<file path="config.mk">
export PLATFORM = sky130hd
export DESIGN_NAME = buck_protection_and_light_load_ctrl
export DESIGN_NICKNAME = d
export VERILOG_FILES = /design/src/hdl/buck_protection_and_light_load_ctrl.v
export VERILOG_INCLUDE_DIRS = /design/src /design/src/hdl
export SDC_FILE = /design/constraint.sdc
export NUM_CORES = 1
export LEC_CHECK = 0
export BUFFER_PORTS_ARGS = -buffer_cell sky130_fd_sc_hd__buf_4
export CAP_MARGIN = 20
export CORE_ASPECT_RATIO = 0.5
export CORE_UTILIZATION = 36
export CTS_CLUSTER_DIAMETER = 150
export DETAILED_ROUTE_END_ITERATION = 8
export GPL_TIMING_DRIVEN = 0
export MAX_ROUTING_LAYER = met4
export PLACE_DENSITY = 0.69
export SYNTH_ARGS = -nofsm -noshare
export SYNTH_HDL_FRONTEND = slang
export SYNTH_SLANG_ARGS = --single-unit
</file>
<file path="constraint.sdc">
create_clock -name MCLK -period 4 [get_ports MCLK]
set_input_delay 0.4 -clock MCLK [delete_from_list [all_inputs] [get_ports MCLK]]
set_output_delay 0.4 -clock MCLK [all_outputs]
set_load 0.01 [all_outputs]
</file>
<file path="src/hdl/buck_ctrl_regs.vh">
// Offsets, field positions, reset values and timing counts for the buck
// protection and light-load controller. Definitions only; included by name.
`ifndef BUCK_CTRL_REGS_VH
`define BUCK_CTRL_REGS_VH

`define CLK_HZ              10000000
`define REF_STEP_TIME_NS    1000
`define CLK_PERIOD_NS       100
`define REF_STEP_CYCLES     (`REF_STEP_TIME_NS / `CLK_PERIOD_NS)
`define AUDIO_MIN_FREQ_HZ   28000
`define AUDIO_PERIOD_CYCLES (`CLK_HZ / `AUDIO_MIN_FREQ_HZ)
`define VALLEY_OC_CYCLES    8

`define REF_W               10
`define REF_RESET           10'h1E0

`define ADDR_CTRL           4'h0
`define ADDR_STATUS         4'h4

`define ST_UV               0
`define ST_OV               1
`define ST_VALLEY_OC        2
`define ST_HS_OC            3
`define ST_THERMAL          4
`define ST_SS_DONE          5
`define ST_POWER_GOOD_FLAG            6
`define ST_MODE_LSB         8
`define ST_REF_LSB          16

`define MODE_CCM            2'h0
`define MODE_DCM            2'h1
`define MODE_AUDIO          2'h2

`define RESP_OKAY           2'h0
`define RESP_SLVERR         2'h2

`endif

</file>
<file path="src/hdl/buck_protection_and_light_load_ctrl.v">
// Control and supervision logic for a step-down regulator: light-load mode,
// switch sequencing, fault latching, power-good and soft discharge.
// Assumes comparator inputs from the analog stage are synchronous to MCLK.
//
// Decided for this implementation: the register addresses and the AXI4-Lite interface to the registers.
`timescale 1ns/1ps
`include "buck_ctrl_regs.vh"

module buck_protection_and_light_load_ctrl #(
    parameter [`REF_W-1:0] REF_RESET_CODE = `REF_RESET
) (
    input  wire        MCLK,
    input  wire        ARST_N,
    input  wire        SUPPLY_OK,
    input  wire        REG_ENABLE,
    input  wire        LIGHT_LOAD_MODE_SELECT,
    input  wire        LIGHT_LOAD_MODE_SELECT_FLOAT,
    input  wire        PWM_ON_REQ,
    input  wire        PWM_ON_END,
    input  wire        ZERO_CURRENT,
    input  wire        CYCLE_VALLEY_STROBE,
    input  wire        VALLEY_OVERCURRENT_TRIP,
    input  wire        HS_OVERCURRENT_TRIP,
    input  wire        UNDERVOLT_CMP,
    input  wire        OVERVOLT_CMP,
    input  wire        ABOVE_REF_CMP,
    input  wire        TEMP_ABOVE_HIGH,
    input  wire        TEMP_ABOVE_LOW,
    output reg         HS_SWITCH_ON,
    output reg         LS_SWITCH_ON,
    output reg         SOFT_DISCHARGE_ON,
    output reg         POWER_GOOD_FLAG,
    output reg  [9:0]  REFERENCE_SETPOINT,
    input  wire [3:0]  S_AXI_AWADDR,
    input  wire        S_AXI_AWVALID,
    output wire        S_AXI_AWREADY,
    input  wire [31:0] S_AXI_WDATA,
    input  wire [3:0]  S_AXI_WSTRB,
    input  wire        S_AXI_WVALID,
    output wire        S_AXI_WREADY,
    output reg  [1:0]  S_AXI_BRESP,
    output reg         S_AXI_BVALID,
    input  wire        S_AXI_BREADY,
    input  wire [3:0]  S_AXI_ARADDR,
    input  wire        S_AXI_ARVALID,
    output wire        S_AXI_ARREADY,
    output reg  [31:0] S_AXI_RDATA,
    output reg  [1:0]  S_AXI_RRESP,
    output reg         S_AXI_RVALID,
    input  wire        S_AXI_RREADY
);

    localparam [1:0] SW_OFF  = 2'h0;
    localparam [1:0] SW_HIGH = 2'h1;
    localparam [1:0] SW_LOW  = 2'h2;
    localparam [1:0] SW_IDLE = 2'h3;

    // Counts are worked out as integers and then cut to the counter widths on purpose.
    localparam integer STEP_LAST_I  = `REF_STEP_CYCLES - 1;
    localparam integer AUDIO_LAST_I = `AUDIO_PERIOD_CYCLES - 1;
    localparam integer VOC_LIMIT_I  = `VALLEY_OC_CYCLES;
    localparam [3:0]   STEP_LAST    = STEP_LAST_I[3:0];
    localparam [8:0]   AUDIO_LAST   = AUDIO_LAST_I[8:0];
    localparam [3:0]   VOC_LIMIT    = VOC_LIMIT_I[3:0];

    reg  [`REF_W-1:0] target_q;
    reg  [3:0]        step_cnt_q;
    reg               ss_done_q;
    reg               uv_q;
    reg               ov_q;
    reg               voc_q;
    reg               hsoc_q;
    reg               ot_q;
    reg  [3:0]        voc_cnt_q;
    reg  [1:0]        sw_state_q;
    reg  [1:0]        sw_state_d;
    reg  [8:0]        period_cnt_q;
    wire              active;
    wire              shutdown;
    wire              any_fault;
    wire [1:0]        mode;
    wire              dcm_allowed;
    wire              audio_expired;
    wire              wr_take;
    wire              rd_take;
    wire [31:0]       status_word;
    wire              wr_ctrl;
    wire              wr_status;
    wire              rd_ctrl;
    wire              rd_status;

    // Logic inputs mean nothing until the supplies are good.
    assign active    = SUPPLY_OK & REG_ENABLE;
    assign shutdown  = uv_q | voc_q | hsoc_q | ot_q;
    assign any_fault = shutdown | ov_q;

    // The float detector has priority, since a floating pin reads as either level.
    assign mode = LIGHT_LOAD_MODE_SELECT_FLOAT ? `MODE_AUDIO :
                  (LIGHT_LOAD_MODE_SELECT ? `MODE_CCM : `MODE_DCM);
    assign dcm_allowed   = (mode != `MODE_CCM);
    assign audio_expired = (mode == `MODE_AUDIO) && (period_cnt_q == AUDIO_LAST);

    // Soft-start and margin slewing: one reference code step per microsecond.
    always @(posedge MCLK or negedge ARST_N) begin
        if (!ARST_N) begin
            REFERENCE_SETPOINT <= 10'h000;
            step_cnt_q         <= 4'h0;
            ss_done_q          <= 1'b0;
        end else if (!active) begin
            REFERENCE_SETPOINT <= 10'h000;
            step_cnt_q         <= 4'h0;
            ss_done_q          <= 1'b0;
        end else if (REFERENCE_SETPOINT == target_q) begin
            step_cnt_q <= 4'h0;
            ss_done_q  <= 1'b1;
        end else if (step_cnt_q == STEP_LAST) begin
            step_cnt_q <= 4'h0;
            if (REFERENCE_SETPOINT < target_q) begin
                REFERENCE_SETPOINT <= REFERENCE_SETPOINT + 10'h001;
            end else begin
                REFERENCE_SETPOINT <= REFERENCE_SETPOINT - 10'h001;
            end
        end else begin
            step_cnt_q <= step_cnt_q + 4'h1;
        end
    end

    // Faults latch while supplied and enabled; dropping enable or supply clears them, except overtemperature while TEMP_ABOVE_LOW holds.
    always @(posedge MCLK or negedge ARST_N) begin
        if (!ARST_N) begin
            uv_q      <= 1'b0;
            ov_q      <= 1'b0;
            voc_q     <= 1'b0;
            hsoc_q    <= 1'b0;
            ot_q      <= 1'b0;
            voc_cnt_q <= 4'h0;
        end else if (!active) begin
            uv_q      <= 1'b0;
            ov_q      <= 1'b0;
            voc_q     <= 1'b0;
            hsoc_q    <= 1'b0;
            voc_cnt_q <= 4'h0;
            // A cooled die is released by the enable toggle, a hot one is not.
            ot_q      <= ot_q & TEMP_ABOVE_LOW;
        end else begin
            // The undervoltage comparator is meaningless while the reference ramps.
            if (UNDERVOLT_CMP && ss_done_q) begin
                uv_q <= 1'b1;
            end
            if (OVERVOLT_CMP) begin
                ov_q <= 1'b1;
            end
            if (HS_OVERCURRENT_TRIP) begin
                hsoc_q <= 1'b1;
            end
            if (TEMP_ABOVE_HIGH) begin
                ot_q <= 1'b1;
            end
            if (CYCLE_VALLEY_STROBE) begin
                if (!VALLEY_OVERCURRENT_TRIP) begin
                    voc_cnt_q <= 4'h0;
                end else if (voc_cnt_q == VOC_LIMIT - 4'h1) begin
                    voc_q     <= 1'b1;
                    voc_cnt_q <= VOC_LIMIT;
                end else if (voc_cnt_q != VOC_LIMIT) begin
                    voc_cnt_q <= voc_cnt_q + 4'h1;
                end
            end
        end
    end

    // Switch sequencing. Overvoltage and shutdown override the modulator.
    always @* begin
        sw_state_d = sw_state_q;
        if (!active || shutdown || ov_q) begin
            sw_state_d = SW_OFF;
        end else begin
            case (sw_state_q)
                SW_OFF: begin
                    if (PWM_ON_REQ) begin
                        sw_state_d = SW_HIGH;
                    end
                end
                SW_HIGH: begin
                    if (PWM_ON_END) begin
                        sw_state_d = SW_LOW;
                    end
                end
                SW_LOW: begin
                    if (PWM_ON_REQ || audio_expired) begin
                        sw_state_d = SW_HIGH;
                    end else if (dcm_allowed && ZERO_CURRENT) begin
                        sw_state_d = SW_IDLE;
                    end
                end
                SW_IDLE: begin
                    if (PWM_ON_REQ || audio_expired) begin
                        sw_state_d = SW_HIGH;
                    end
                end
                default: begin
                    sw_state_d = SW_OFF;
                end
            endcase
        end
    end

    always @(posedge MCLK or negedge ARST_N) begin
        if (!ARST_N) begin
            sw_state_q   <= SW_OFF;
            period_cnt_q <= 9'h000;
        end else begin
            sw_state_q <= sw_state_d;
            // The period is measured from each on pulse to the next.
            if (sw_state_d == SW_HIGH && sw_state_q != SW_HIGH) begin
                period_cnt_q <= 9'h000;
            end else if (period_cnt_q != AUDIO_LAST) begin
                period_cnt_q <= period_cnt_q + 9'h001;
            end
        end
    end

    // Registered pin drivers.
    always @(posedge MCLK or negedge ARST_N) begin
        if (!ARST_N) begin
            HS_SWITCH_ON      <= 1'b0;
            LS_SWITCH_ON      <= 1'b0;
            SOFT_DISCHARGE_ON <= 1'b0;
            POWER_GOOD_FLAG   <= 1'b0;
        end else begin
            HS_SWITCH_ON <= (sw_state_d == SW_HIGH);
            if (active && ov_q && !shutdown) begin
                LS_SWITCH_ON <= ABOVE_REF_CMP;
            end else begin
                LS_SWITCH_ON <= (sw_state_d == SW_LOW);
            end
            SOFT_DISCHARGE_ON <= !REG_ENABLE || shutdown;
            POWER_GOOD_FLAG   <= active && ss_done_q && !any_fault;
        end
    end

    // AXI4-Lite slave: both write channels are taken together in one cycle.
    assign wr_take       = S_AXI_AWVALID && S_AXI_WVALID && !S_AXI_BVALID;
    assign S_AXI_AWREADY = wr_take;
    assign S_AXI_WREADY  = wr_take;
    assign rd_take       = S_AXI_ARVALID && !S_AXI_RVALID;
    assign S_AXI_ARREADY = rd_take;

    // Each register is one aligned word, so the two low address bits take no part.
    function addr_hit;
        input [3:0] addr;
        input [3:0] reg_addr;
        begin
            addr_hit = (addr[3:2] == reg_addr[3:2]);
        end
    endfunction

    assign wr_ctrl   = addr_hit(S_AXI_AWADDR, `ADDR_CTRL);
    assign wr_status = addr_hit(S_AXI_AWADDR, `ADDR_STATUS);
    assign rd_ctrl   = addr_hit(S_AXI_ARADDR, `ADDR_CTRL);
    assign rd_status = addr_hit(S_AXI_ARADDR, `ADDR_STATUS);

    assign status_word = {6'h0, REFERENCE_SETPOINT,
                          6'h0, mode,
                          1'b0, POWER_GOOD_FLAG, ss_done_q,
                          ot_q, hsoc_q, voc_q, ov_q, uv_q};

    always @(posedge MCLK or negedge ARST_N) begin
        if (!ARST_N) begin
            target_q     <= REF_RESET_CODE;
            S_AXI_BVALID <= 1'b0;
            S_AXI_BRESP  <= `RESP_OKAY;
        end else begin
            if (wr_take) begin
                S_AXI_BVALID <= 1'b1;
                if (wr_ctrl) begin
                    S_AXI_BRESP <= `RESP_OKAY;
                    if (S_AXI_WSTRB[0]) begin
                        target_q[7:0] <= S_AXI_WDATA[7:0];
                    end
                    if (S_AXI_WSTRB[1]) begin
                        target_q[9:8] <= S_AXI_WDATA[9:8];
                    end
                end else if (wr_status) begin
                    S_AXI_BRESP <= `RESP_OKAY;
                end else begin
                    S_AXI_BRESP <= `RESP_SLVERR;
                end
            end else if (S_AXI_BREADY) begin
                S_AXI_BVALID <= 1'b0;
            end
        end
    end

    always @(posedge MCLK or negedge ARST_N) begin
        if (!ARST_N) begin
            S_AXI_RVALID <= 1'b0;
            S_AXI_RDATA  <= 32'h00000000;
            S_AXI_RRESP  <= `RESP_OKAY;
        end else begin
            if (rd_take) begin
                S_AXI_RVALID <= 1'b1;
                if (rd_ctrl) begin
                    S_AXI_RDATA <= {22'h0, target_q};
                    S_AXI_RRESP <= `RESP_OKAY;
                end else if (rd_status) begin
                    S_AXI_RDATA <= status_word;
                    S_AXI_RRESP <= `RESP_OKAY;
                end else begin
                    S_AXI_RDATA <= 32'h00000000;
                    S_AXI_RRESP <= `RESP_SLVERR;
                end
            end else if (S_AXI_RREADY) begin
                S_AXI_RVALID <= 1'b0;
            end
        end
    end

endmodule // buck_protection_and_light_load_ctrl

</file>
# Word level (Yosys, flattened, before mapping)
# Index checks and enable logic that the tools add are counted.
# word_totals
reg_bits	87
input_bits	66
output_inout_bits	55
word_cells	141
# op_classes
add_sub_neg	5
order_cmp	1
eq_ne	26
muxes	48
n_bitwise	6
n_reduce_logical	33
# op_table
op	count
$mux W26	2
$mux W10	4
$mux W4	8
$mux W2	11
$mux W1	20
$mux W9	2
$ne A2 B2 Y1 const B	6
$logic_and A1 B1 Y1	11
$add A10 B1 Y10 const B	1
$eq A10 B10 Y1	1
$lt A10 B10 Y1	1
$ne A2 B1 Y1 const B	5
$sub A10 B1 Y10 const B	1
$add A9 B1 Y9 const B	1
$eq A9 B9 Y1 const B	1
$ne A9 B9 Y1 const B	1
$reduce_and A3 Y1	3
$add A4 B1 Y4 const B	2
$eq A2 B1 Y1 const B	4
$eq A2 B2 Y1 const B	4
$pmux W2 S4	1
$reduce_bool A2 Y1	4
$logic_not A1 Y1	6
$logic_not A2 Y1	3
other kinds (8)	16

# Depth between registers and ports, before layout
# logic_depth
depth_word	11
mapped_depth	13

# Least setup slack after synthesis
# Ideal clock, no wire load.
# synth_path
path_kind	register to register
startpoint	register target_q[6]
endpoint	register REFERENCE_SETPOINT[6]
t_arrival_ns	3.027
required_time_ns	3.874
setup_slack_ns	0.847
path_stages_with_launch	14
synth_period_minus_slack_ns	3.153
cell_sequence	dfstp_2 inv_1 ha_1 and4_1 nand3_1 o21ai_0 or2_2 fa_1 a21o_1 a21oi_1 o21bai_1 a21oi_1 nor4_1 a311o_1
# synth_between
elab_chain_cells	5
elab_cells_between_ends	8
classes_between	order compare (1); eq/ne (2); mux (4); reduce/logical (1)
# synth_rtl
item	line	rtl
from (decl)	buck_protection_and_light_load_ctrl.v:66	reg [`REF_W-1:0] target_q;
from (signal assigned)	buck_protection_and_light_load_ctrl.v:279	target_q[7:0] <= S_AXI_WDATA[7:0];
$lt A10 B10 Y1	buck_protection_and_light_load_ctrl.v:118	if (REFERENCE_SETPOINT < target_q) begin
$mux W10	buck_protection_and_light_load_ctrl.v:118	
$mux W10	buck_protection_and_light_load_ctrl.v:116	end else if (step_cnt_q == STEP_LAST) begin
$mux W10	buck_protection_and_light_load_ctrl.v:113	end else if (REFERENCE_SETPOINT == target_q) begin
$mux W10	buck_protection_and_light_load_ctrl.v:109	end else if (!active) begin
to (signal assigned)	buck_protection_and_light_load_ctrl.v:119	REFERENCE_SETPOINT <= REFERENCE_SETPOINT + 10'h001;
to (signal assigned)	buck_protection_and_light_load_ctrl.v:121	REFERENCE_SETPOINT <= REFERENCE_SETPOINT - 10'h001;
to (decl)	buck_protection_and_light_load_ctrl.v:33	output reg [9:0] REFERENCE_SETPOINT,
# Parallel ways exist; a longest one is shown, timed or not. The select of a mux whose other input is x is not followed.
# A chain may end at the register's enable or synchronous reset.

# Worst setup path after layout
# layout_path
startpoint	register target_q[8]
endpoint	register REFERENCE_SETPOINT[6]
# The elaborated chain is that of the path after synthesis.

==> impl_metrics.tcl <==
set metrics [dict create \
    fin_area_um2 4980 \
    design.portCount 121 \
    crit_path_end_kind "flop" \
    crit_start "target_q[8]" \
    yosys_register_bits 73 \
    drc 0 \
    irDropWorstVdd_v 0.000232 \
    synthArstFlopShare_pct 100 \
    post_cts_resize_count 0 \
    postPlaceCellArea_um2 4670 \
    ant_nets 0 \
    synth_area_um2 3850 \
    timing.rr.end "REFERENCE_SETPOINT[6]" \
    syn_inst 379 \
    antenna_cells 0 \
    cts_setup_buffers 0 \
    fin_crit_ns 3.51 \
    holdBufCountCts 0 \
    htreeDepth 3 \
    drt-pass1-iter-count 4 \
    vias 3017 \
    finalClockSkew_ns 0.00837 \
    post-dp-hpwl_um 6710 \
    detail_route.wl_per_cell_um 14.3 \
    die_x_um 148 \
    grt_max_degree 74 \
    die_h_um 75.1 \
    cts_buffer_depth 2 \
    die-area_um2 11100 \
    clk_latency_ns 0.34 \
    layout-drive-gt1-share_pct 27.3 \
    cts_buffers 9 \
    finalMaxSlewViolations 0 \
    drt-total-wl_um 8990 \
    crit_type "reg -> reg" \
    clkTransAtPathRegs_ns 0.06 \
    synth_edf_count 0 \
    ff2ff_path_depth 13 \
    grt_pass1_wl_um 14300 \
    synth.area.top_cells "dfrtp_1 (45%), ha_1 (7.8%), nor2_1 (4.2%), mux2_2 (3.5%), mux2i_1 (3.4%)" \
    cts_sinks 73 \
    yosysWarnings 0 \
    first_iter_violations 128 \
    post_synth.cell_area_avg_um2 10.2 \
    maxCapViolations 0 \
    overflow 0 \
    antenna_found_initial 0 \
    yosysSeqAreaShare_pct 47.6 \
    worstSetupEndpoint "REFERENCE_SETPOINT[6]" \
    setup_violations 0 \
    fmax_mhz 285 \
    worstPathRequired_ns 4.21 \
    design.core.area_um2 10300 \
    fin_setup_tns_ns 0 \
    critical_path.max_fanout 9 \
    port_buffers 78 \
    hp-class "in -> async" \
    cts_tree "done" \
    crit_arrival_ns 3.72 \
    p_leak_nw 2.50 \
    routed_via_density 4.81 \
    hold_slack_ns 0.198 \
    initial_utilization_pct 37.3 \
    r2r_slack_ns 0.49 \
    cp-start-kind "flop" \
    tightest_slew_ns 0.941 \
    num_rows 26 \
    rsz0062_at_grt "false" \
    syn_to_final_growth_pct 29.4 \
    synth_cell_type_count 50 \
    root_buffer "clkbuf_16" \
    place_congestion 0.834 \
    hold_viol 0 \
    final_cells 627 \
    reg2reg_from "target_q[8]" \
    finalCritPeriodShare_pct 87.7 \
    pwr_density_cell_nw_per_um2 424 \
    dp.cells 611 \
    status "completed" \
    synthFlopType "dfrtp_1" \
    grt_pass1_vias 2842 \
    slew_headroom_pct 37.3 \
    synth_top_area_share_pct 44.8 \
    synth_top_area_cell "dfrtp_1" \
    grt_use_total_pct 17.5 \
    fin_nets 573 \
]
[cells in the mapped netlist, types with 4 or more instances]
cell type  instances
xnor2_1            9
buf_4             15
nor2_1            43
nand3_1            8
inv_1             27
a21oi_1           20
mux2_2            12
ha_1              24
dfstp_2            4
xor2_1             6
o21ai_0           22
clkbuf_1           6
nor4_1             5
nand2_1           32
dfrtp_1           69
mux2i_1           13
a22o_1            10
[routing by layer]
layer  vias up  track usage (%)  share of wire (%)
met1      1440             22.7                 48
met4         0             5.50               0.92
met5         -                -                  0
li1       1503                -                  -
met2        63             26.7                 46
met3        11             4.91                4.8
[registers in the layout, summed over array words and instances, names as in the netlist, 2 cells and up]
| signal | count |
|---|---|
| target_q | 10 |
| sw_state_q | 2 |
| step_cnt_q | 4 |
| voc_cnt_q | 4 |
| period_cnt_q | 9 |
| S_AXI_RDATA | 20 |
| REFERENCE_SETPOINT | 10 |
[where the power goes]
part           total, W  switching, W  internal [W]
Clock          0.000854      0.000291      0.000562
Sequential     0.000899     0.0000706      0.000828
Combinational  0.000359      0.000187      0.000173
Total           0.00211      0.000549       0.00156
[critical path: stages (launching register included)]
cell	delay, ns
dfstp_2	0.54
inv_1	0.07
ha_1	0.29
and3_1	0.20
nand3_1	0.11
o21ai_0	0.14
or2_2	0.44
fa_1	0.45
a21o_1	0.20
a21oi_1	0.25
o21bai_1	0.10
a21oi_1	0.21
nor4_1	0.06
a311o_1	0.33
[worst min-delay path by stage]
stage                         startpoint           endpoint  slack, ns  depth (start not counted)
final                             ARST_N       voc_cnt_q[1]       0.20                          1
after global routing          REG_ENABLE  SOFT_DISCHARGE_ON       0.23                          2
after CTS                     REG_ENABLE  SOFT_DISCHARGE_ON       0.22                          2
after detailed placement  S_AXI_RDATA[5]     S_AXI_RDATA[5]       0.47                          2
after global placement    S_AXI_RDATA[5]     S_AXI_RDATA[5]       0.47                          2
after floorplan                   ARST_N       HS_SWITCH_ON       0.10                          0
[cell usage in the layout, fill, tap and decap left out, drive strengths merged, types with 5 or more instances in the layout]
| master | n |
|---|---|
| nor3 | 5 |
| nor4 | 5 |
| mux2 | 12 |
| nand2 | 32 |
| xnor2 | 9 |
| conb | 14 |
| nand3 | 8 |
| xor2 | 6 |
| inv | 27 |
| dfrtp | 69 |
| buf | 94 |
| nor2 | 44 |
| a22o | 10 |
| a21oi | 21 |
| ha | 24 |
| o21ai | 23 |
| mux2i | 13 |
| clkbuf | 19 |
[layout make-up]
type	instances	area [um^2]
Inverter	27	101
Timing Repair Buffer	79	593
Tap cell	140	175
Fill cell	972	5330
Clock inverter	3	65.1
Sequential cell	73	1830
Buffer	21	135
Multi-Input combinational cell	271	1830
Clock buffer	13	250
[kinds of logic (layout without fill, tap and decap cells)]
logic type               count (synthesis)  after routing  share of synthesized area [%]
XOR/XNOR                                15             15                           3.41
buffers and inverters                   48            143                           6.14
AND/OR/NAND/NOR                        114            114                           14.4
multiplexers                            25             25                           6.89
AO/OA/AOI/OAI                           78             78                           13.2
flip-flops                              73             73                           47.6
adder cells (fa/ha/maj)                 25             25                           8.32
other                                    1             14                         0.0974
[metrics by stage]
| stage | total power (W) | setup slack (ns) | util [%] |
|---|---|---|---|
| finish | 0.00211 | 0.492 | 48.3 |
| global route | 0.00223 | 0.280 | 48.3 |
| CTS | 0.00214 | 0.497 | 48.3 |
| detailed placement | 0.00127 | 0.525 | 45.3 |
| global placement | 0.00126 | 0.563 | 45.2 |
| floorplan | 0.00112 | 0.847 | - |
Power figures use the tool's default switching activity.
